**config.mk**
```make
export PLATFORM = sky130hd
export DESIGN_NAME = ncao_host
export DESIGN_NICKNAME = d
export VERILOG_FILES = /design/src/ncao_pkg.sv /design/src/ncao_buf.sv /design/src/ncao_host.sv
export VERILOG_INCLUDE_DIRS = /design/src /design/src/src
export SDC_FILE = /design/constraint.sdc
export NUM_CORES = 1
export LEC_CHECK = 0
export ABC_AREA = 1
export BUFFER_PORTS_ARGS = -buffer_cell sky130_fd_sc_hd__buf_2
export CELL_PAD_IN_SITES_DETAIL_PLACEMENT = 0
export CELL_PAD_IN_SITES_GLOBAL_PLACEMENT = 1
export CORE_MARGIN = 5
export CORE_UTILIZATION = 45
export CTS_BUF_LIST = sky130_fd_sc_hd__clkbuf_4 sky130_fd_sc_hd__clkbuf_8 sky130_fd_sc_hd__clkbuf_16
export DETAILED_ROUTE_END_ITERATION = 10
export PLACE_DENSITY_LB_ADDON = 0.1
export SLEW_MARGIN = 15
export SYNTH_ARGS = -nofsm -noshare
export SYNTH_HDL_FRONTEND = slang
export SYNTH_SLANG_ARGS = --single-unit
```
**constraint.sdc**
```tcl
create_clock -name aclk -period 11.6 [get_ports aclk]
set_input_delay 1.74 -clock aclk [delete_from_list [all_inputs] [get_ports aclk]]
set_output_delay 1.74 -clock aclk [all_outputs]
set_load 0.02 [all_outputs]
```
**src/ncao_regs.svh**
```systemverilog
// Offsets, field positions and timing counts of the column operation host controller.
`ifndef NCAO_REGS_SVH
`define NCAO_REGS_SVH
`define NCAO_REG_CTRL 8'h00
`define NCAO_REG_COL 8'h04
`define NCAO_REG_ROW 8'h08
`define NCAO_REG_STAT 8'h0C
`define NCAO_REG_WDATA 8'h10
`define NCAO_REG_RDATA 8'h14
`define NCAO_REG_CFG 8'h18
`define NCAO_CTRL_OP_LSB 0
`define NCAO_CTRL_OP_W 3
`define NCAO_CTRL_LEN_LSB 8
`define NCAO_CTRL_LEN_W 12
`define NCAO_CTRL_INTERLEAVE_BIT 4
`define NCAO_STAT_BUSY_BIT 0
`define NCAO_STAT_DONE_BIT 1
`define NCAO_STAT_ERR_BIT 2
`define NCAO_STAT_RDY_LSB 8
`define NCAO_SR_CACHE_RDY_BIT 6
`define NCAO_SR_ARRAY_RDY_BIT 5
`define NCAO_OPC_READ_MODE 8'h00
`define NCAO_OPC_RAND_READ 8'h05
`define NCAO_OPC_RAND_READ_2P 8'h06
`define NCAO_OPC_CONFIRM_RD 8'hE0
`define NCAO_OPC_RAND_INPUT 8'h85
`define NCAO_OPC_PAGE_READ_GO 8'h30
`define NCAO_OPC_STATUS 8'h70
`define NCAO_OPC_STATUS_ENH 8'h78
`define NCAO_CLK_PERIOD_PS 5000
`define NCAO_WHR_NS 60
`define NCAO_ADL_NS 70
`define NCAO_STROBE_NS 15
`define NCAO_WHR_CYC ((`NCAO_WHR_NS * 1000 + `NCAO_CLK_PERIOD_PS - 1) / `NCAO_CLK_PERIOD_PS)
`define NCAO_ADL_CYC ((`NCAO_ADL_NS * 1000 + `NCAO_CLK_PERIOD_PS - 1) / `NCAO_CLK_PERIOD_PS)
`define NCAO_STROBE_CYC ((`NCAO_STROBE_NS * 1000 + `NCAO_CLK_PERIOD_PS - 1) / `NCAO_CLK_PERIOD_PS)
`endif

```
**src/ncao_pkg.sv**
```systemverilog
// Types shared by the column operation host controller.
package ncao_pkg;
    typedef enum logic [2:0] {
        NCAO_OP_RAND_READ = 3'h0,
        NCAO_OP_RAND_READ_2P = 3'h1,
        NCAO_OP_INPUT_SHORT = 3'h2,
        NCAO_OP_INPUT_LONG = 3'h3,
        NCAO_OP_PAGE_READ = 3'h4
    } ncao_op_t;

    typedef struct packed {
        logic ce_n;
        logic cle;
        logic ale;
        logic we_n;
        logic re_n;
    } ncao_strobe_t;

    typedef struct packed {
        logic [31:0] awaddr;
        logic awvalid;
        logic [31:0] wdata;
        logic [3:0] wstrb;
        logic wvalid;
        logic bready;
        logic [31:0] araddr;
        logic arvalid;
        logic rready;
    } ncao_axi_req_t;

    typedef struct packed {
        logic awready;
        logic wready;
        logic [1:0] bresp;
        logic bvalid;
        logic arready;
        logic [31:0] rdata;
        logic [1:0] rresp;
        logic rvalid;
    } ncao_axi_rsp_t;
endpackage : ncao_pkg

```
**src/ncao_buf.sv**
```systemverilog
// Small byte buffer for page data moved over the flash bus.
`timescale 1ns/1ps
module ncao_buf #(
    parameter int DEPTH = 64,
    parameter int AW = 6
) (
    input wire logic aclk,
    input wire logic we,
    input wire logic [AW-1:0] waddr,
    input wire logic [7:0] wdata,
    input wire logic [AW-1:0] raddr,
    output logic [7:0] rdata
);
    logic [7:0] mem [DEPTH];
    always_ff @(posedge aclk) begin
        if (we) begin
            mem[waddr] <= wdata;
        end
        rdata <= mem[raddr];
    end
endmodule : ncao_buf

```
**src/ncao_host.sv**
```systemverilog
// Host controller issuing column address operations to a flash die.
`timescale 1ns/1ps
`include "ncao_regs.svh"
module ncao_host import ncao_pkg::*; #(
    parameter int COL_W = 12,
    parameter int ROW_W = 24,
    parameter int BUF_AW = 6
) (
    // Clock and reset.
    input wire logic aclk,
    input wire logic aresetn,
    // Register bus.
    input wire ncao_axi_req_t axi_req,
    output ncao_axi_rsp_t axi_rsp,
    // Flash pins.
    output ncao_strobe_t nf_strobe_q,
    output logic [7:0] nf_io_o_q,
    output logic nf_io_oe_q,
    input wire logic [7:0] nf_io_i,
    input wire logic nf_ready_busy_n
);
    typedef enum logic [7:0] {
        ST_IDLE = 8'h01,
        ST_PRE = 8'h02,
        ST_CMD = 8'h04,
        ST_ADDR = 8'h08,
        ST_CONF = 8'h10,
        ST_WAIT = 8'h20,
        ST_DATA = 8'h40,
        ST_POLL = 8'h80
    } ncao_st_t;

    localparam int WHR_CYC = `NCAO_WHR_CYC;
    localparam int ADL_CYC = `NCAO_ADL_CYC;
    localparam int STB_CYC = `NCAO_STROBE_CYC;

    // Software registers.
    ncao_op_t op_q, op_d;
    logic interleave_q, interleave_d;
    logic [11:0] len_q, len_d;
    logic [COL_W-1:0] col_q, col_d;
    logic [ROW_W-1:0] row_q, row_d;
    logic [7:0] sr_q, sr_d;
    logic busy_q, busy_d, done_q, done_d, err_q, err_d;
    logic start;
    // Sequencer.
    ncao_st_t st_q, st_d;
    logic [2:0] step_q, step_d;
    logic [3:0] tick_q, tick_d;
    logic [7:0] wait_q, wait_d;
    logic [11:0] cnt_q, cnt_d;
    logic phase_q, phase_d;
    ncao_strobe_t stb_d;
    logic [7:0] io_d;
    logic oe_d;
    logic pre_done_q, pre_done_d;
    // Buffer.
    logic buf_we;
    logic [BUF_AW-1:0] buf_waddr, buf_raddr;
    logic [7:0] buf_wdata, buf_rdata;
    // Bus slave.
    logic aw_q, aw_d, w_q, w_d, bv_q, bv_d, rv_q, rv_d;
    logic [7:0] awa_q, awa_d;
    logic [31:0] wd_q, wd_d, rd_q, rd_d;
    logic [1:0] bresp_q, bresp_d, rresp_q, rresp_d;
    logic wr_fire;

    ncao_buf #(.DEPTH(1 << BUF_AW), .AW(BUF_AW)) u_buf (
        .aclk(aclk),
        .we(buf_we),
        .waddr(buf_waddr),
        .wdata(buf_wdata),
        .raddr(buf_raddr),
        .rdata(buf_rdata)
    );

    // Write address and data are latched independently; the write happens once both are held.
    assign wr_fire = aw_q && w_q && !bv_q;
    assign start = wr_fire && awa_q == `NCAO_REG_CTRL && !busy_q;

    always_comb begin
        aw_d = aw_q;
        w_d = w_q;
        bv_d = bv_q;
        rv_d = rv_q;
        awa_d = awa_q;
        wd_d = wd_q;
        rd_d = rd_q;
        bresp_d = bresp_q;
        rresp_d = rresp_q;
        if (axi_req.awvalid && !aw_q) begin
            aw_d = 1'b1;
            awa_d = axi_req.awaddr[7:0];
        end
        if (axi_req.wvalid && !w_q) begin
            w_d = 1'b1;
            wd_d = axi_req.wdata;
        end
        if (wr_fire) begin
            aw_d = 1'b0;
            w_d = 1'b0;
            bv_d = 1'b1;
            bresp_d = (awa_q <= `NCAO_REG_CFG && awa_q[1:0] == 2'h0) ? 2'h0 : 2'h2;
            if (awa_q == `NCAO_REG_CTRL && busy_q) begin
                bresp_d = 2'h2;
            end
        end
        if (bv_q && axi_req.bready) begin
            bv_d = 1'b0;
        end
        if (axi_req.arvalid && !rv_q) begin
            rv_d = 1'b1;
            rresp_d = 2'h0;
            case (axi_req.araddr[7:0])
                `NCAO_REG_CTRL: rd_d = {12'h000, len_q, 3'h0, interleave_q, 1'b0, op_q};
                `NCAO_REG_COL: rd_d = 32'(col_q);
                `NCAO_REG_ROW: rd_d = 32'(row_q);
                `NCAO_REG_STAT: rd_d = {16'h0000, sr_q, 5'h00, err_q, done_q, busy_q};
                `NCAO_REG_RDATA: rd_d = {24'h000000, buf_rdata};
                default: begin
                    rd_d = 32'h00000000;
                    rresp_d = 2'h2;
                end
            endcase
        end
        if (rv_q && axi_req.rready) begin
            rv_d = 1'b0;
        end
    end

    always_ff @(posedge aclk) begin
        if (!aresetn) begin
            aw_q <= 1'b0;
            w_q <= 1'b0;
            bv_q <= 1'b0;
            rv_q <= 1'b0;
            awa_q <= 8'h00;
            wd_q <= 32'h00000000;
            rd_q <= 32'h00000000;
            bresp_q <= 2'h0;
            rresp_q <= 2'h0;
        end else begin
            aw_q <= aw_d;
            w_q <= w_d;
            bv_q <= bv_d;
            rv_q <= rv_d;
            awa_q <= awa_d;
            wd_q <= wd_d;
            rd_q <= rd_d;
            bresp_q <= bresp_d;
            rresp_q <= rresp_d;
        end
    end

    always_comb begin
        axi_rsp.awready = !aw_q;
        axi_rsp.wready = !w_q;
        axi_rsp.bvalid = bv_q;
        axi_rsp.bresp = bresp_q;
        axi_rsp.arready = !rv_q;
        axi_rsp.rvalid = rv_q;
        axi_rsp.rdata = rd_q;
        axi_rsp.rresp = rresp_q;
    end

    // Buffer: software fills it for input; the flash fills it during output.
    assign buf_we = (wr_fire && awa_q == `NCAO_REG_WDATA) || (st_q == ST_DATA && !op_q[1] && phase_q
        && tick_q == 4'(STB_CYC));
    assign buf_waddr = wr_fire ? wd_q[8 +: BUF_AW] : cnt_q[BUF_AW-1:0];
    assign buf_wdata = wr_fire ? wd_q[7:0] : nf_io_i;
    assign buf_raddr = (st_q == ST_DATA) ? cnt_q[BUF_AW-1:0] : axi_req.araddr[8 +: BUF_AW];

    // Command sequencer, a command or address strobe is STB_CYC low then STB_CYC high; a data strobe is STB_CYC low then STB_CYC+1 high.
    always_comb begin
        op_d = op_q;
        interleave_d = interleave_q;
        len_d = len_q;
        col_d = col_q;
        row_d = row_q;
        sr_d = sr_q;
        busy_d = busy_q;
        done_d = done_q;
        err_d = err_q;
        st_d = st_q;
        step_d = step_q;
        tick_d = tick_q;
        wait_d = wait_q;
        cnt_d = cnt_q;
        phase_d = phase_q;
        pre_done_d = pre_done_q;
        stb_d = nf_strobe_q;
        io_d = nf_io_o_q;
        oe_d = nf_io_oe_q;
        if (wr_fire && awa_q == `NCAO_REG_COL && !busy_q) begin
            col_d = wd_q[COL_W-1:0];
        end
        if (wr_fire && awa_q == `NCAO_REG_ROW && !busy_q) begin
            row_d = wd_q[ROW_W-1:0];
        end
        if (wr_fire && awa_q == `NCAO_REG_STAT) begin
            done_d = done_q & ~wd_q[`NCAO_STAT_DONE_BIT];
            err_d = err_q & ~wd_q[`NCAO_STAT_ERR_BIT];
        end
        if (start) begin
            op_d = ncao_op_t'(wd_q[`NCAO_CTRL_OP_LSB +: `NCAO_CTRL_OP_W]);
            interleave_d = wd_q[`NCAO_CTRL_INTERLEAVE_BIT];
            len_d = wd_q[`NCAO_CTRL_LEN_LSB +: `NCAO_CTRL_LEN_W];
            busy_d = 1'b1;
            step_d = 3'h0;
            tick_d = 4'h0;
            phase_d = 1'b0;
            pre_done_d = 1'b0;
            // Interleaved dies need enhanced status select first to avoid bus contention.
            st_d = wd_q[`NCAO_CTRL_INTERLEAVE_BIT] ? ST_PRE : ST_POLL;
        end
        case (st_q)
            ST_IDLE: begin
                stb_d = '{ce_n: 1'b1, cle: 1'b0, ale: 1'b0, we_n: 1'b1, re_n: 1'b1};
                oe_d = 1'b0;
            end
            ST_PRE, ST_CMD, ST_ADDR, ST_CONF: begin
                stb_d.ce_n = 1'b0;
                // A status read hands over with the read strobe still low, so it is lifted here.
                stb_d.re_n = 1'b1;
                stb_d.cle = (st_q != ST_ADDR) && !(st_q == ST_PRE && step_q != 3'h0);
                stb_d.ale = !stb_d.cle;
                oe_d = 1'b1;
                if (st_q == ST_PRE) begin
                    io_d = (step_q == 3'h0) ? `NCAO_OPC_STATUS_ENH : row_q[8*(step_q-3'h1) +: 8];
                end else if (st_q == ST_CMD) begin
                    case (op_q)
                        NCAO_OP_RAND_READ: io_d = `NCAO_OPC_RAND_READ;
                        NCAO_OP_RAND_READ_2P: io_d = `NCAO_OPC_RAND_READ_2P;
                        NCAO_OP_PAGE_READ: io_d = `NCAO_OPC_READ_MODE;
                        default: io_d = `NCAO_OPC_RAND_INPUT;
                    endcase
                end else if (st_q == ST_ADDR) begin
                    // Column low byte first, upper unused bits sent as zero.
                    io_d = (step_q == 3'h0) ? col_q[7:0] : (step_q == 3'h1) ? 8'(col_q[COL_W-1:8])
                        : row_q[8*(step_q-3'h2) +: 8];
                end else begin
                    io_d = (op_q == NCAO_OP_PAGE_READ) ? `NCAO_OPC_PAGE_READ_GO : `NCAO_OPC_CONFIRM_RD;
                end
                stb_d.we_n = (tick_q >= 4'(STB_CYC));
                tick_d = tick_q + 4'h1;
                if (tick_q == 4'(2 * STB_CYC - 1)) begin
                    tick_d = 4'h0;
                    step_d = step_q + 3'h1;
                    if (st_q == ST_PRE && step_q == 3'h3) begin
                        pre_done_d = 1'b1;
                        st_d = ST_POLL;
                        // 78h leaves the die in status output; a 70h here would wake every die.
                        step_d = 3'h1;
                    end else if (st_q == ST_CMD) begin
                        st_d = ST_ADDR;
                        step_d = 3'h0;
                    end else if (st_q == ST_ADDR) begin
                        // Two column cycles, or five with the row for 06h, long 85h and page read.
                        if (step_q == ((op_q == NCAO_OP_RAND_READ || op_q == NCAO_OP_INPUT_SHORT) ? 3'h1 : 3'h4)) begin
                            if (op_q[1] && op_q != NCAO_OP_PAGE_READ) begin
                                st_d = ST_WAIT;
                                wait_d = 8'(ADL_CYC);
                            end else begin
                                st_d = ST_CONF;
                            end
                            step_d = 3'h0;
                        end
                    end else if (st_q == ST_CONF) begin
                        st_d = (op_q != NCAO_OP_PAGE_READ) ? ST_WAIT : interleave_q ? ST_PRE : ST_POLL;
                        step_d = 3'h0;
                        wait_d = 8'(WHR_CYC);
                        phase_d = (op_q == NCAO_OP_PAGE_READ);
                    end
                end
            end
            ST_POLL: begin
                // Reads status and checks the die can take the chosen command.
                stb_d.ce_n = 1'b0;
                stb_d.cle = (tick_q < 4'(2 * STB_CYC)) && step_q == 3'h0;
                stb_d.ale = 1'b0;
                oe_d = step_q == 3'h0;
                io_d = `NCAO_OPC_STATUS;
                stb_d.we_n = !(step_q == 3'h0 && tick_q < 4'(STB_CYC));
                stb_d.re_n = !(step_q == 3'h1 && tick_q < 4'(STB_CYC));
                tick_d = tick_q + 4'h1;
                if (step_q == 3'h0 && tick_q == 4'(2 * STB_CYC - 1)) begin
                    step_d = 3'h1;
                    tick_d = 4'h0;
                end else if (step_q == 3'h1 && tick_q == 4'(STB_CYC - 1)) begin
                    sr_d = nf_io_i;
                    if (phase_q) begin
                        // Page load finished once the whole die is ready again.
                        if (nf_io_i[`NCAO_SR_ARRAY_RDY_BIT] && nf_ready_busy_n) begin
                            st_d = ST_CMD;
                            op_d = NCAO_OP_RAND_READ;
                            phase_d = 1'b0;
                        end
                    end else if (!nf_io_i[`NCAO_SR_CACHE_RDY_BIT]) begin
                        st_d = ST_POLL;
                    end else if (op_q == NCAO_OP_RAND_READ_2P && !nf_io_i[`NCAO_SR_ARRAY_RDY_BIT]) begin
                        err_d = 1'b1;
                        busy_d = 1'b0;
                        st_d = ST_IDLE;
                    end else begin
                        st_d = ST_CMD;
                    end
                    step_d = 3'h0;
                    tick_d = 4'h0;
                    // A shared bus is only polled through 78h, so each retry selects the die again.
                    if (interleave_q && st_d == ST_POLL) begin
                        st_d = ST_PRE;
                    end
                end
            end
            ST_WAIT: begin
                stb_d.cle = 1'b0;
                stb_d.ale = 1'b0;
                stb_d.we_n = 1'b1;
                wait_d = wait_q - 8'h01;
                if (wait_q == 8'h01) begin
                    st_d = ST_DATA;
                    cnt_d = 12'h000;
                    tick_d = 4'h0;
                    phase_d = 1'b0;
                    oe_d = op_q[1];
                end
            end
            ST_DATA: begin
                // Output mode holds until the next command; input bytes land from the set column.
                tick_d = tick_q + 4'h1;
                phase_d = (tick_q < 4'(STB_CYC));
                if (op_q[1]) begin
                    io_d = buf_rdata;
                    stb_d.we_n = !(tick_q >= 4'h1 && tick_q <= 4'(STB_CYC));
                end else begin
                    stb_d.re_n = !(tick_q < 4'(STB_CYC));
                end
                if (len_q == 12'h000 || (tick_q == 4'(2 * STB_CYC) && cnt_q == len_q - 12'h001)) begin
                    st_d = ST_IDLE;
                    busy_d = 1'b0;
                    done_d = 1'b1;
                end else if (tick_q == 4'(2 * STB_CYC)) begin
                    cnt_d = cnt_q + 12'h001;
                    tick_d = 4'h0;
                end
            end
            default: st_d = ST_IDLE;
        endcase
    end

    always_ff @(posedge aclk) begin
        if (!aresetn) begin
            op_q <= NCAO_OP_RAND_READ;
            interleave_q <= 1'b0;
            len_q <= 12'h000;
            col_q <= '0;
            row_q <= '0;
            sr_q <= 8'h00;
            busy_q <= 1'b0;
            done_q <= 1'b0;
            err_q <= 1'b0;
            st_q <= ST_IDLE;
            step_q <= 3'h0;
            tick_q <= 4'h0;
            wait_q <= 8'h00;
            cnt_q <= 12'h000;
            phase_q <= 1'b0;
            pre_done_q <= 1'b0;
            nf_strobe_q <= '{ce_n: 1'b1, cle: 1'b0, ale: 1'b0, we_n: 1'b1, re_n: 1'b1};
            nf_io_o_q <= 8'h00;
            nf_io_oe_q <= 1'b0;
        end else begin
            op_q <= op_d;
            interleave_q <= interleave_d;
            len_q <= len_d;
            col_q <= col_d;
            row_q <= row_d;
            sr_q <= sr_d;
            busy_q <= busy_d;
            done_q <= done_d;
            err_q <= err_d;
            st_q <= st_d;
            step_q <= step_d;
            tick_q <= tick_d;
            wait_q <= wait_d;
            cnt_q <= cnt_d;
            phase_q <= phase_d;
            pre_done_q <= pre_done_d;
            nf_strobe_q <= stb_d;
            nf_io_o_q <= io_d;
            nf_io_oe_q <= oe_d;
        end
    end
endmodule : ncao_host

```
==> report_table.html, run 1 <==
<table>
<tr><th>Metric</th><th>Value</th></tr>
<tr><th colspan="2">Timing</th></tr>
<tr><td>Relative slew slack</td><td>between 10% and 20%</td></tr>
<tr><td>Final setup slack of the worst path</td><td>7.43 ns</td></tr>
<tr><td>Fmax achieved</td><td>240 MHz</td></tr>
<tr><td>Min cycle time layout</td><td>between 4 and 5 ns</td></tr>
<tr><td>Hold Fails Final Rpt</td><td>0</td></tr>
<tr><td>Least-Margin Pin Slew</td><td>around 1.2 ns</td></tr>
<tr><td>RSZ-0062 raised after global routing</td><td>false</td></tr>
<tr><td>Final setup fails</td><td>0</td></tr>
<tr><td>Sum of negative setup slack</td><td>0 ns</td></tr>
<tr><td>Number of max-slew violations in the final report</td><td>0</td></tr>
<tr><td>Clk_skew</td><td>between 0.03 and 0.04 ns</td></tr>
<tr><td>Share of the cycle needed by the critical path after routing</td><td>a little over a third</td></tr>
<tr><th colspan="2">Synth</th></tr>
<tr><td>Mapped Cells</td><td>around 3.5k</td></tr>
<tr><td>Total of warnings raised by yosys</td><td>0</td></tr>
<tr><td>Main synth FF type</td><td>sky130_fd_sc_hd__edfxtp_1</td></tr>
<tr><td>EDFF count, synth</td><td>512</td></tr>
<tr><td>Synthesized-area fraction occupied by ao, oa, aoi and oai cells</td><td>7.93%</td></tr>
<tr><td>Post-synthesis sequential element count</td><td>between 600 and 700</td></tr>
<tr><td>Post-synthesis adder-cell area fraction</td><td>less than 1%</td></tr>
<tr><td>Share of the yosys chip area belonging to registers</td><td>59.7%</td></tr>
<tr><td>Most frequent cell after synthesis</td><td>sky130_fd_sc_hd__nand2_1</td></tr>
<tr><td>Post-Synth Simple-Gate Area</td><td>a little under a quarter</td></tr>
<tr><td>Top cells by area, synth</td><td>sky130_fd_sc_hd__edfxtp_1 (48%), sky130_fd_sc_hd__nand2_1 (12%), sky130_fd_sc_hd__dfxtp_1 (11%)</td></tr>
<tr><td>Netlist Area Pre-Place</td><td>31900 um2</td></tr>
<tr><td>Share of the synthesized area in the top cell type</td><td>48.2%</td></tr>
<tr><td>Synthesized-area fraction occupied by xor and xnor cells</td><td>less than 1%</td></tr>
<tr><td>Netlist cell types</td><td>56</td></tr>
<tr><td>Avg Synthesized Cell Area</td><td>9.02 um2</td></tr>
<tr><td>Share of synthesized registers carrying an async set or reset</td><td>0%</td></tr>
<tr><td>Multiplexer share of the synthesized area</td><td>0%</td></tr>
<tr><td>Cell type with the highest aggregate area in the netlist</td><td>sky130_fd_sc_hd__edfxtp_1</td></tr>
<tr><td>Largest family of logic cells by synthesized area</td><td>simple AND/OR/NAND/NOR gates</td></tr>
<tr><td>Ranking of synthesized cells by instance count</td><td>sky130_fd_sc_hd__nand2_1 (1058), sky130_fd_sc_hd__edfxtp_1 (512), sky130_fd_sc_hd__nand3_1 (391)</td></tr>
<tr><th colspan="2">Critical path</th></tr>
<tr><td>Kind of cell adding the most delay to the critical path</td><td>buffers and inverters</td></tr>
<tr><td>Origin of the critical flop-to-flop path</td><td>st_q[2]</td></tr>
<tr><td>Worst-case register-to-register setup slack</td><td>7.43 ns</td></tr>
<tr><td>Worst setup SP type</td><td>flop</td></tr>
<tr><td>Endpoint of the worst register-to-register path</td><td>u_buf.rdata[3]</td></tr>
<tr><td>Critical path endpoint category</td><td>flop</td></tr>
<tr><td>Sum of buffers and inverters on the critical path</td><td>4</td></tr>
<tr><td>Crit-path cells</td><td>inv_1, nand2_2, nor2_8, nand2_4, nand2_1, o21ai_4, buf_4, inv_2, buf_4, nand3_1, nand3_1, nand3_1, nand3_1, nand2_1</td></tr>
<tr><td>Slowest cell delay on critical path</td><td>between 0.7 and 0.8 ns</td></tr>
<tr><td>Data required time at the worst endpoint</td><td>around 12 ns</td></tr>
<tr><td>Most frequent cell on the critical path</td><td>sky130_fd_sc_hd__nand3_1</td></tr>
<tr><td>Worst reg-to-reg path cell count</td><td>14</td></tr>
<tr><td>Critical-path maximum fanout</td><td>65</td></tr>
<tr><td>Arrival @ worst endpoint</td><td>between 4 and 5 ns</td></tr>
<tr><td>WS Path Type</td><td>reg2reg</td></tr>
<tr><td>Worst-path cell with the longest stage delay</td><td>sky130_fd_sc_hd__buf_4</td></tr>
<tr><th colspan="2">Clocking</th></tr>
<tr><td>Root buffer selected by CTS</td><td>sky130_fd_sc_hd__clkbuf_16</td></tr>
<tr><td>Post-CTS sizing</td><td>0</td></tr>
<tr><td>Longest Clk Path Bufs</td><td>3</td></tr>
<tr><td>Total setup buffers inserted after CTS</td><td>0</td></tr>
<tr><td>Sinks on the clock net</td><td>a little under 700</td></tr>
<tr><td>Htree depth</td><td>3</td></tr>
<tr><td>Clock latency on the worst-skew pair</td><td>between 0.6 and 0.7 ns</td></tr>
<tr><td>Number of hold buffers added after cts</td><td>0</td></tr>
<tr><td>Clock slew seen by the registers of the worst setup and hold paths</td><td>~0.060 ns</td></tr>
<tr><td>Clock tree from TritonCTS</td><td>yes</td></tr>
<tr><td>Num CTS Buffers</td><td>80</td></tr>
<tr><th colspan="2">Floorplan</th></tr>
<tr><td>Die Outline Area</td><td>around 76000 um2</td></tr>
<tr><td>Y dimension of the die</td><td>around 280 um</td></tr>
<tr><td>Width of the die</td><td>approximately 280 um</td></tr>
<tr><td>FP Rows</td><td>97</td></tr>
<tr><td>Initial cell density of the core</td><td>a little under half</td></tr>
<tr><td># IOs</td><td>~170</td></tr>
<tr><td>Placeable core region</td><td>between 70000 and 80000 um2</td></tr>
<tr><th colspan="2">Pwr</th></tr>
<tr><td>Power density cells</td><td>about 160 nW/um2</td></tr>
<tr><td>Cell-internal power</td><td>about 0.0044 W</td></tr>
<tr><td>Switching component of the power</td><td>between 0.001 and 0.0015 W</td></tr>
<tr><td>Worst-case vdd ir drop</td><td>around 0.13 mV</td></tr>
<tr><td>Logic gate share of total power</td><td>around 6.7%</td></tr>
<tr><td>Clk network pwr share</td><td>between 40% and 50%</td></tr>
<tr><td>Fraction of power spent switching nets</td><td>about a quarter</td></tr>
<tr><td>Sequential share of power</td><td>47.5%</td></tr>
<tr><td>Pleak</td><td>between 10 and 15 nW</td></tr>
<tr><th colspan="2">Drt</th></tr>
<tr><td>Routed WL</td><td>~95000 um</td></tr>
<tr><td>Remaining DRCs</td><td>0</td></tr>
<tr><td>Drt first-iter violations</td><td>1776</td></tr>
<tr><td>Post-route antenna net violation count</td><td>0</td></tr>
<tr><td>Routed vias</td><td>24.3k</td></tr>
<tr><td>First drt pass iteration count</td><td>5</td></tr>
<tr><td>WL per Instance</td><td>just over 20 um</td></tr>
<tr><td>Vias per inst</td><td>5.30</td></tr>
<tr><th colspan="2">GRT</th></tr>
<tr><td>GRT Residual Overflow</td><td>0</td></tr>
<tr><td>Maximum number of pins on one net before global-route repair</td><td>100</td></tr>
<tr><td>Via count of the first global-routing pass</td><td>approximately 24k</td></tr>
<tr><td>Antenna violations before repair</td><td>0</td></tr>
<tr><td>Global-route wire length before repair</td><td>between 100000 and 150000 um</td></tr>
<tr><td>Total GRT Usage</td><td>between 20% and 30%</td></tr>
<tr><th colspan="2">Hold path</th></tr>
<tr><td>Hold Path Stages</td><td>2</td></tr>
<tr><td>Min-Delay Path Class</td><td>reg2reg</td></tr>
<tr><td>Hold Path End</td><td>nf_strobe_q[3]</td></tr>
<tr><td>Min-Delay Startpoint</td><td>nf_strobe_q[3]</td></tr>
<tr><th colspan="2">Finish</th></tr>
<tr><td>Number of nets at the end of the flow</td><td>between 3k and 4k</td></tr>
<tr><td>Ant diodes</td><td>0</td></tr>
<tr><td>Fraction of layout instances using a drive strength above 1</td><td>under 10%</td></tr>
<tr><td>Area growth from synthesis to final layout</td><td>12.6%</td></tr>
<tr><th colspan="2">Placed design</th></tr>
<tr><td>Number of I/O port buffers</td><td>around 110</td></tr>
<tr><td>Placer's final routability congestion estimate</td><td>~0.90</td></tr>
<tr><td>Total half-perimeter wirelength after legalization and detailed placement</td><td>approximately 60000 um</td></tr>
<tr><td>Post-placement worst setup slack</td><td>approximately 6.8 ns</td></tr>
<tr><th colspan="2">Run</th></tr>
<tr><td>Max Cap Violations</td><td>0</td></tr>
<tr><th colspan="2">Run status</th></tr>
<tr><td>Status</td><td>finished, final reports clean</td></tr>
</table>
cells by family (layout without fill, tap and decap cells):
group           Yosys count  in the layout
simple gates           1797           1797
xor+xnor                 19             19
other cells               1             10
buf+inv                 569            676
compound gates          439            439
fa+ha+maj                16             16
flops                   695            695
layer usage:
| metal | GRT usage, % | vias up | wire length (um) | share of wire, % |
|---|---|---|---|---|
| met2 | 42.4 | 640 | 47300 | 50 |
| met3 | 3.13 | 201 | 4250 | 4.5 |
| met5 | 0 | - | 0 | 0 |
| met1 | 30.0 | 11600 | 39100 | 41 |
| met4 | 9.67 | 0 | 4080 | 4.3 |
| li1 | - | 11900 | - | - |
power groups by stage:
stage | sequential, W | clock (W) | combinational, W
5_1_grt | 0.00272 | 0.00279 | 0.000424
3_5_place_dp | 0.00277 | 0 | 0.000385
2_1_floorplan | 0.00278 | 0 | 0.000245
6_report | 0.00272 | 0.00262 | 0.000385
4_1_cts | 0.00272 | 0.00268 | 0.000387
3_3_place_gp | 0.00277 | 0 | 0.000383
worst max path at each step:
stage | from | endpoint | slack [ns] | depth (start not counted)
after floorplan | w_q | u_buf.mem[0][0] | 7.38 | 6
after global placement | axi_req[11] | u_buf.rdata[3] | 6.84 | 12
after detailed placement | axi_req[11] | u_buf.rdata[3] | 6.84 | 12
after CTS | axi_req[11] | u_buf.rdata[3] | 7.48 | 12
after global routing | st_q[2] | u_buf.rdata[4] | 7.18 | 14
final | st_q[2] | u_buf.rdata[3] | 7.43 | 14
worst register-to-register path, delay by kind of cell (launching register included):
kind	cells	cell delay, ns
compound gates	1	0.09
buf+inv	4	1.91
flops	1	0.40
simple gates	9	1.71
final cells by class:
class                      instances  area (um2)
clock buffer                     105        2280
clock inverter                    44         510
fill                            6586       34300
inverter                         389        1460
multi-input combinational       2281       10700
sequential                       695       19000
tap                              940        1180
timing repair buffer             138         771
placed cells by master, fill, tap and decap left out, types with 17 or more instances in the layout:
master / netlist / final
sky130_fd_sc_hd__a21oi_1: 157 / 157
sky130_fd_sc_hd__nand3_1: 391 / 391
sky130_fd_sc_hd__nand2_1: 1058 / 1057
sky130_fd_sc_hd__clkbuf_16: 0 / 82
sky130_fd_sc_hd__a211oi_1: 18 / 18
sky130_fd_sc_hd__nor2_1: 254 / 252
sky130_fd_sc_hd__inv_1: 363 / 363
sky130_fd_sc_hd__o211ai_1: 57 / 57
sky130_fd_sc_hd__nand4_1: 34 / 34
sky130_fd_sc_hd__inv_2: 21 / 21
sky130_fd_sc_hd__o21ai_0: 152 / 144
sky130_fd_sc_hd__edfxtp_1: 512 / 512
sky130_fd_sc_hd__buf_4: 29 / 32
sky130_fd_sc_hd__buf_2: 97 / 106
sky130_fd_sc_hd__dfxtp_1: 183 / 183
sky130_fd_sc_hd__nor3_1: 17 / 17
state kept, by name (all words and copies together) (netlist names), 3 cells and up:
name / cells
u_buf.mem: 512
rd_q: 24
row_q: 24
wd_q: 24
cnt_q: 12
col_q: 12
len_q: 12
awa_q: 8
nf_io_o_q: 8
sr_q: 8
st_q: 8
u_buf.rdata: 8
wait_q: 8
nf_strobe_q: 5
tick_q: 4
op_q: 3
step_q: 3
per-stage QoR:
stage,instances,hold WS [ns],cell area [um2],power (W),utilization [%]
CTS,4592,0.455,35900,0.00579,51.2
detailed placement,4443,0.446,33100,0.00316,47.2
finish,4592,0.452,35900,0.00573,51.2
global route,4592,0.483,35900,0.00593,51.2
floorplan,3545,0.429,31900,0.00302,-
global placement,4443,0.444,33100,0.00316,47.2
No activity file was read; power rests on OpenSTA's default activity.
==> inputs of run 2 (changes only) <==
--- a/config.mk
+++ b/config.mk
@@ -11,7 +11,7 @@
 export CELL_PAD_IN_SITES_DETAIL_PLACEMENT = 0
 export CELL_PAD_IN_SITES_GLOBAL_PLACEMENT = 1
 export CORE_MARGIN = 5
-export CORE_UTILIZATION = 45
+export CORE_UTILIZATION = 43
 export CTS_BUF_LIST = sky130_fd_sc_hd__clkbuf_4 sky130_fd_sc_hd__clkbuf_8 sky130_fd_sc_hd__clkbuf_16
 export DETAILED_ROUTE_END_ITERATION = 10
 export PLACE_DENSITY_LB_ADDON = 0.1
==> constraint.sdc (replaced) <==
create_clock -name aclk -period 3.8 [get_ports aclk]
set_input_delay 0.57 -clock aclk [delete_from_list [all_inputs] [get_ports aclk]]
set_output_delay 0.57 -clock aclk [all_outputs]
set_load 0.02 [all_outputs]
==> run 2 against run 1 <==
Effect of this change: die area rose by 4.5%; clock power rose to 2.9 times the previous value; non-clock buffer count rose by 98; sequential cell count did not move; global-route usage rose by 0.44 points; cell area rose by 2.2%; core utilization fell by 1.1 points; sequential share of layout area fell by 1.1 points; first-iteration DRC count rose by 15%; register-to-register slack got worse by 6.8 ns; setup slack got worse by 6.8 ns; largest cell class unchanged; largest power group unchanged.
==> report_table.html, run 2 (synthesis results as in run 1) <==
<table>
<tr><th>Metric</th><th>Value</th></tr>
<tr><th colspan="2">Run status</th></tr>
<tr><td>Status</td><td>finished, final reports clean (unchanged)</td></tr>
<tr><th colspan="2">Finish</th></tr>
<tr><td>Number of nets at the end of the flow</td><td>3814 (was 3717)</td></tr>
<tr><td>Leading cell types in the layout, fill and taps excluded</td><td>sky130_fd_sc_hd__nand2_1 (1057), sky130_fd_sc_hd__edfxtp_1 (512), sky130_fd_sc_hd__nand3_1 (391), sky130_fd_sc_hd__inv_1 (363), sky130_fd_sc_hd__nor2_1 (253) (was sky130_fd_sc_hd__nand2_1 (1057), sky130_fd_sc_hd__edfxtp_1 (512), sky130_fd_sc_hd__nand3_1 (391), sky130_fd_sc_hd__inv_1 (363), sky130_fd_sc_hd__nor2_1 (252))</td></tr>
<tr><td>Area growth from synthesis to final layout</td><td>15.0% (was 12.6%)</td></tr>
<tr><td>Number of flip-flops in the largest register</td><td>512 (unchanged)</td></tr>
<tr><td>Most common cell after layout, fill and taps aside</td><td>sky130_fd_sc_hd__nand2_1 (unchanged)</td></tr>
<tr><td>Filler-free cell count of the finished design</td><td>4703 (was 4592)</td></tr>
<tr><td>Largest reg by FF count</td><td>u_buf.mem (unchanged)</td></tr>
<tr><td>Fraction of layout instances using a drive strength above 1</td><td>11.5% (was 9.58%)</td></tr>
<tr><td>Ant diodes</td><td>0 (unchanged)</td></tr>
<tr><th colspan="2">Clocking</th></tr>
<tr><td>Clock latency on the worst-skew pair</td><td>0.63 ns (was 0.64 ns)</td></tr>
<tr><td>Num CTS Buffers</td><td>79 (was 80)</td></tr>
<tr><td>Clock slew seen by the registers of the worst setup and hold paths</td><td>0.06 ns (about the same)</td></tr>
<tr><td>Longest Clk Path Bufs</td><td>3 (unchanged)</td></tr>
<tr><td>Sinks on the clock net</td><td>695 (unchanged)</td></tr>
<tr><td>Root buffer selected by CTS</td><td>sky130_fd_sc_hd__clkbuf_16 (unchanged)</td></tr>
<tr><td>Number of hold buffers added after cts</td><td>0 (unchanged)</td></tr>
<tr><td>Total setup buffers inserted after CTS</td><td>0 (unchanged)</td></tr>
<tr><td>Clock tree from TritonCTS</td><td>yes (unchanged)</td></tr>
<tr><td>Post-CTS sizing</td><td>0 (unchanged)</td></tr>
<tr><td>Htree depth</td><td>3 (unchanged)</td></tr>
<tr><th colspan="2">Timing</th></tr>
<tr><td>Number of max-slew violations in the final report</td><td>0 (unchanged)</td></tr>
<tr><td>Share of the cycle needed by the critical path after routing</td><td>84.5% (was 35.9%)</td></tr>
<tr><td>Min cycle time layout</td><td>3.21 ns (was 4.17 ns)</td></tr>
<tr><td>Hold Fails Final Rpt</td><td>0 (unchanged)</td></tr>
<tr><td>Worst slack on hold paths</td><td>0.142 ns (was 0.452 ns)</td></tr>
<tr><td>Final setup fails</td><td>0 (unchanged)</td></tr>
<tr><td>Fmax achieved</td><td>311 MHz (was 240 MHz)</td></tr>
<tr><td>RSZ-0062 raised after global routing</td><td>false (unchanged)</td></tr>
<tr><td>Least-Margin Pin Slew</td><td>0.939 ns (was 1.20 ns)</td></tr>
<tr><td>Relative slew slack</td><td>37.2% (was 19.4%)</td></tr>
<tr><td>Clk_skew</td><td>0.0304 ns (was 0.0398 ns)</td></tr>
<tr><th colspan="2">Pwr</th></tr>
<tr><td>Sequential share of power</td><td>48.2% (was 47.5%)</td></tr>
<tr><td>Clk network pwr share</td><td>44.5% (was 45.8%)</td></tr>
<tr><td>Pleak</td><td>14.9 nW (was 14.4 nW)</td></tr>
<tr><td>Switching component of the power</td><td>0.00411 W (was 0.00136 W)</td></tr>
<tr><td>Worst-case vdd ir drop</td><td>0.383 mV (was 0.135 mV)</td></tr>
<tr><td>Cell-internal power</td><td>0.0131 W (was 0.00437 W)</td></tr>
<tr><td>Power density cells</td><td>470 nW/um2 (was 160 nW/um2)</td></tr>
<tr><td>Fraction of power spent switching nets</td><td>23.9% (was 23.7%)</td></tr>
<tr><td>Logic gate share of total power</td><td>7.3% (was 6.7%)</td></tr>
<tr><th colspan="2">GRT</th></tr>
<tr><td>Maximum number of pins on one net before global-route repair</td><td>82 (was 100)</td></tr>
<tr><td>Via count of the first global-routing pass</td><td>23.9k (was 23.6k)</td></tr>
<tr><td>GRT Residual Overflow</td><td>0 (unchanged)</td></tr>
<tr><td>Antenna violations before repair</td><td>1 (was 0)</td></tr>
<tr><td>Total GRT Usage</td><td>24.5% (was 24.0%)</td></tr>
<tr><td>Global-route wire length before repair</td><td>148000 um (was 142000 um)</td></tr>
<tr><th colspan="2">Floorplan</th></tr>
<tr><td>Die Outline Area</td><td>79700 um2 (was 76300 um2)</td></tr>
<tr><td>Width of the die</td><td>282 um (was 276 um)</td></tr>
<tr><td>Y dimension of the die</td><td>282 um (was 276 um)</td></tr>
<tr><td>Initial cell density of the core</td><td>43.6% (was 45.5%)</td></tr>
<tr><td>FP Rows</td><td>99 (was 97)</td></tr>
<tr><td># IOs</td><td>171 (unchanged)</td></tr>
<tr><td>Placeable core region</td><td>73200 um2 (was 70100 um2)</td></tr>
<tr><th colspan="2">Drt</th></tr>
<tr><td>Drt first-iter violations</td><td>2037 (was 1776)</td></tr>
<tr><td>First drt pass iteration count</td><td>6 (was 5)</td></tr>
<tr><td>Routed WL</td><td>99200 um (was 94800 um)</td></tr>
<tr><td>Vias per inst</td><td>5.29 (was 5.30)</td></tr>
<tr><td>Post-route antenna net violation count</td><td>0 (unchanged)</td></tr>
<tr><td>Remaining DRCs</td><td>0 (unchanged)</td></tr>
<tr><td>WL per Instance</td><td>21.1 um (was 20.6 um)</td></tr>
<tr><td>Routed vias</td><td>24.9k (was 24.3k)</td></tr>
<tr><th colspan="2">Critical path</th></tr>
<tr><td>Worst-case register-to-register setup slack</td><td>0.59 ns (was 7.43 ns)</td></tr>
<tr><td>Arrival @ worst endpoint</td><td>3.77 ns (was 4.72 ns)</td></tr>
<tr><td>Origin of the critical flop-to-flop path</td><td>st_q[3] (was st_q[2])</td></tr>
<tr><td>Critical path endpoint category</td><td>flop (unchanged)</td></tr>
<tr><td>Launch point of the worst path</td><td>st_q[3] (was st_q[2])</td></tr>
<tr><td>Critical-path maximum fanout</td><td>44 (was 65)</td></tr>
<tr><td>Worst setup SP type</td><td>flop (unchanged)</td></tr>
<tr><td>WS Path Type</td><td>reg2reg (unchanged)</td></tr>
<tr><td>Data required time at the worst endpoint</td><td>4.36 ns (was 12.16 ns)</td></tr>
<tr><td>Worst reg-to-reg path cell count</td><td>17 (was 14)</td></tr>
<tr><th colspan="2">Placed design</th></tr>
<tr><td>Total half-perimeter wirelength after legalization and detailed placement</td><td>66200 um (was 60800 um)</td></tr>
<tr><td>Number of I/O port buffers</td><td>106 (unchanged)</td></tr>
<tr><td>Cell count after placement</td><td>4560 (was 4443)</td></tr>
<tr><td>Placer's final routability congestion estimate</td><td>0.926 (was 0.896)</td></tr>
<tr><th colspan="2">Hold path</th></tr>
<tr><td>Min-Delay Startpoint</td><td>axi_req[34] (was nf_strobe_q[3])</td></tr>
<tr><td>Hold Path Stages</td><td>2 (unchanged)</td></tr>
<tr><td>Min-Delay Path Class</td><td>in2reg (was reg2reg)</td></tr>
<tr><th colspan="2">Run</th></tr>
<tr><td>Max Cap Violations</td><td>0 (unchanged)</td></tr>
</table>
[run 2: cell count changes in the layout (fill, tap and decap cells not counted), sizes merged]
cell	before	now
buf	138	236
bufinv	8	7
clkbuf	105	96
clkinv	36	39
inv	387	388
[run 2: layer usage]
layer / routed length [um] / vias up / GRT usage, %
li1: - / 12100 / -
met1: 41900 / 11800 / 32.0
met2: 47400 / 753 / 40.7
met3: 4950 / 232 / 3.31
met4: 4980 / 2 / 11.3
met5: 13 / - / 0
[run 2: through the flow]
stage,setup WS (ns),instance area [um2],power (W),TNS (ns),utilization [%]
global placement,0.538,34100,0.00971,0,46.5
finish,0.588,36700,0.0172,0,50.1
detailed placement,0.523,34100,0.00972,0,46.5
global route,0.396,36700,0.0178,0,50.1
floorplan,-0.422,31900,0.00922,-216.30,-
CTS,0.528,36700,0.0174,0,50.1
[run 2: path summary, 6_finish.rpt]
kind	to
setup / recovery	u_buf.rdata[4]
hold / removal	bv_q
setup reg to reg	u_buf.rdata[4]
hold reg to reg	nf_strobe_q[3]
[run 2: area by class of cell]
| class | instances | area, um2 |
|---|---|---|
| Tap cell | 959 | 1200 |
| Clock inverter | 47 | 448 |
| Clock buffer | 96 | 2170 |
| Multi-Input combinational cell | 2281 | 10700 |
| Timing Repair Buffer | 236 | 1710 |
| Sequential cell | 695 | 19000 |
| Fill cell | 6846 | 36500 |
| Inverter | 389 | 1460 |
[run 2: power by group through the flow]
stage	clock network, W	registers (W)	logic [W]
after floorplan	0	0.00847	0.000748
after global placement	0	0.00847	0.00124
after detailed placement	0	0.00847	0.00125
after CTS	0.00784	0.00831	0.00126
after global routing	0.00815	0.00831	0.00137
final	0.00767	0.00831	0.00125
[run 2: critical path, cell delays in order, from the launching register on]
cell and delay (ns):
sky130_fd_sc_hd__dfxtp_1 0.36, sky130_fd_sc_hd__inv_1 0.09, sky130_fd_sc_hd__nand2_2 0.15, sky130_fd_sc_hd__nor2_8 0.08
sky130_fd_sc_hd__nand2_4 0.09, sky130_fd_sc_hd__buf_4 0.28, sky130_fd_sc_hd__nand2_1 0.20, sky130_fd_sc_hd__nand2_8 0.31
sky130_fd_sc_hd__buf_12 0.29, sky130_fd_sc_hd__buf_12 0.26, sky130_fd_sc_hd__nand2_1 0.07, sky130_fd_sc_hd__nand2_1 0.06
sky130_fd_sc_hd__nand2_1 0.05, sky130_fd_sc_hd__nand3_1 0.11, sky130_fd_sc_hd__nand3_1 0.17, sky130_fd_sc_hd__nand3_1 0.16
sky130_fd_sc_hd__nand3_1 0.18, sky130_fd_sc_hd__nand2_1 0.17
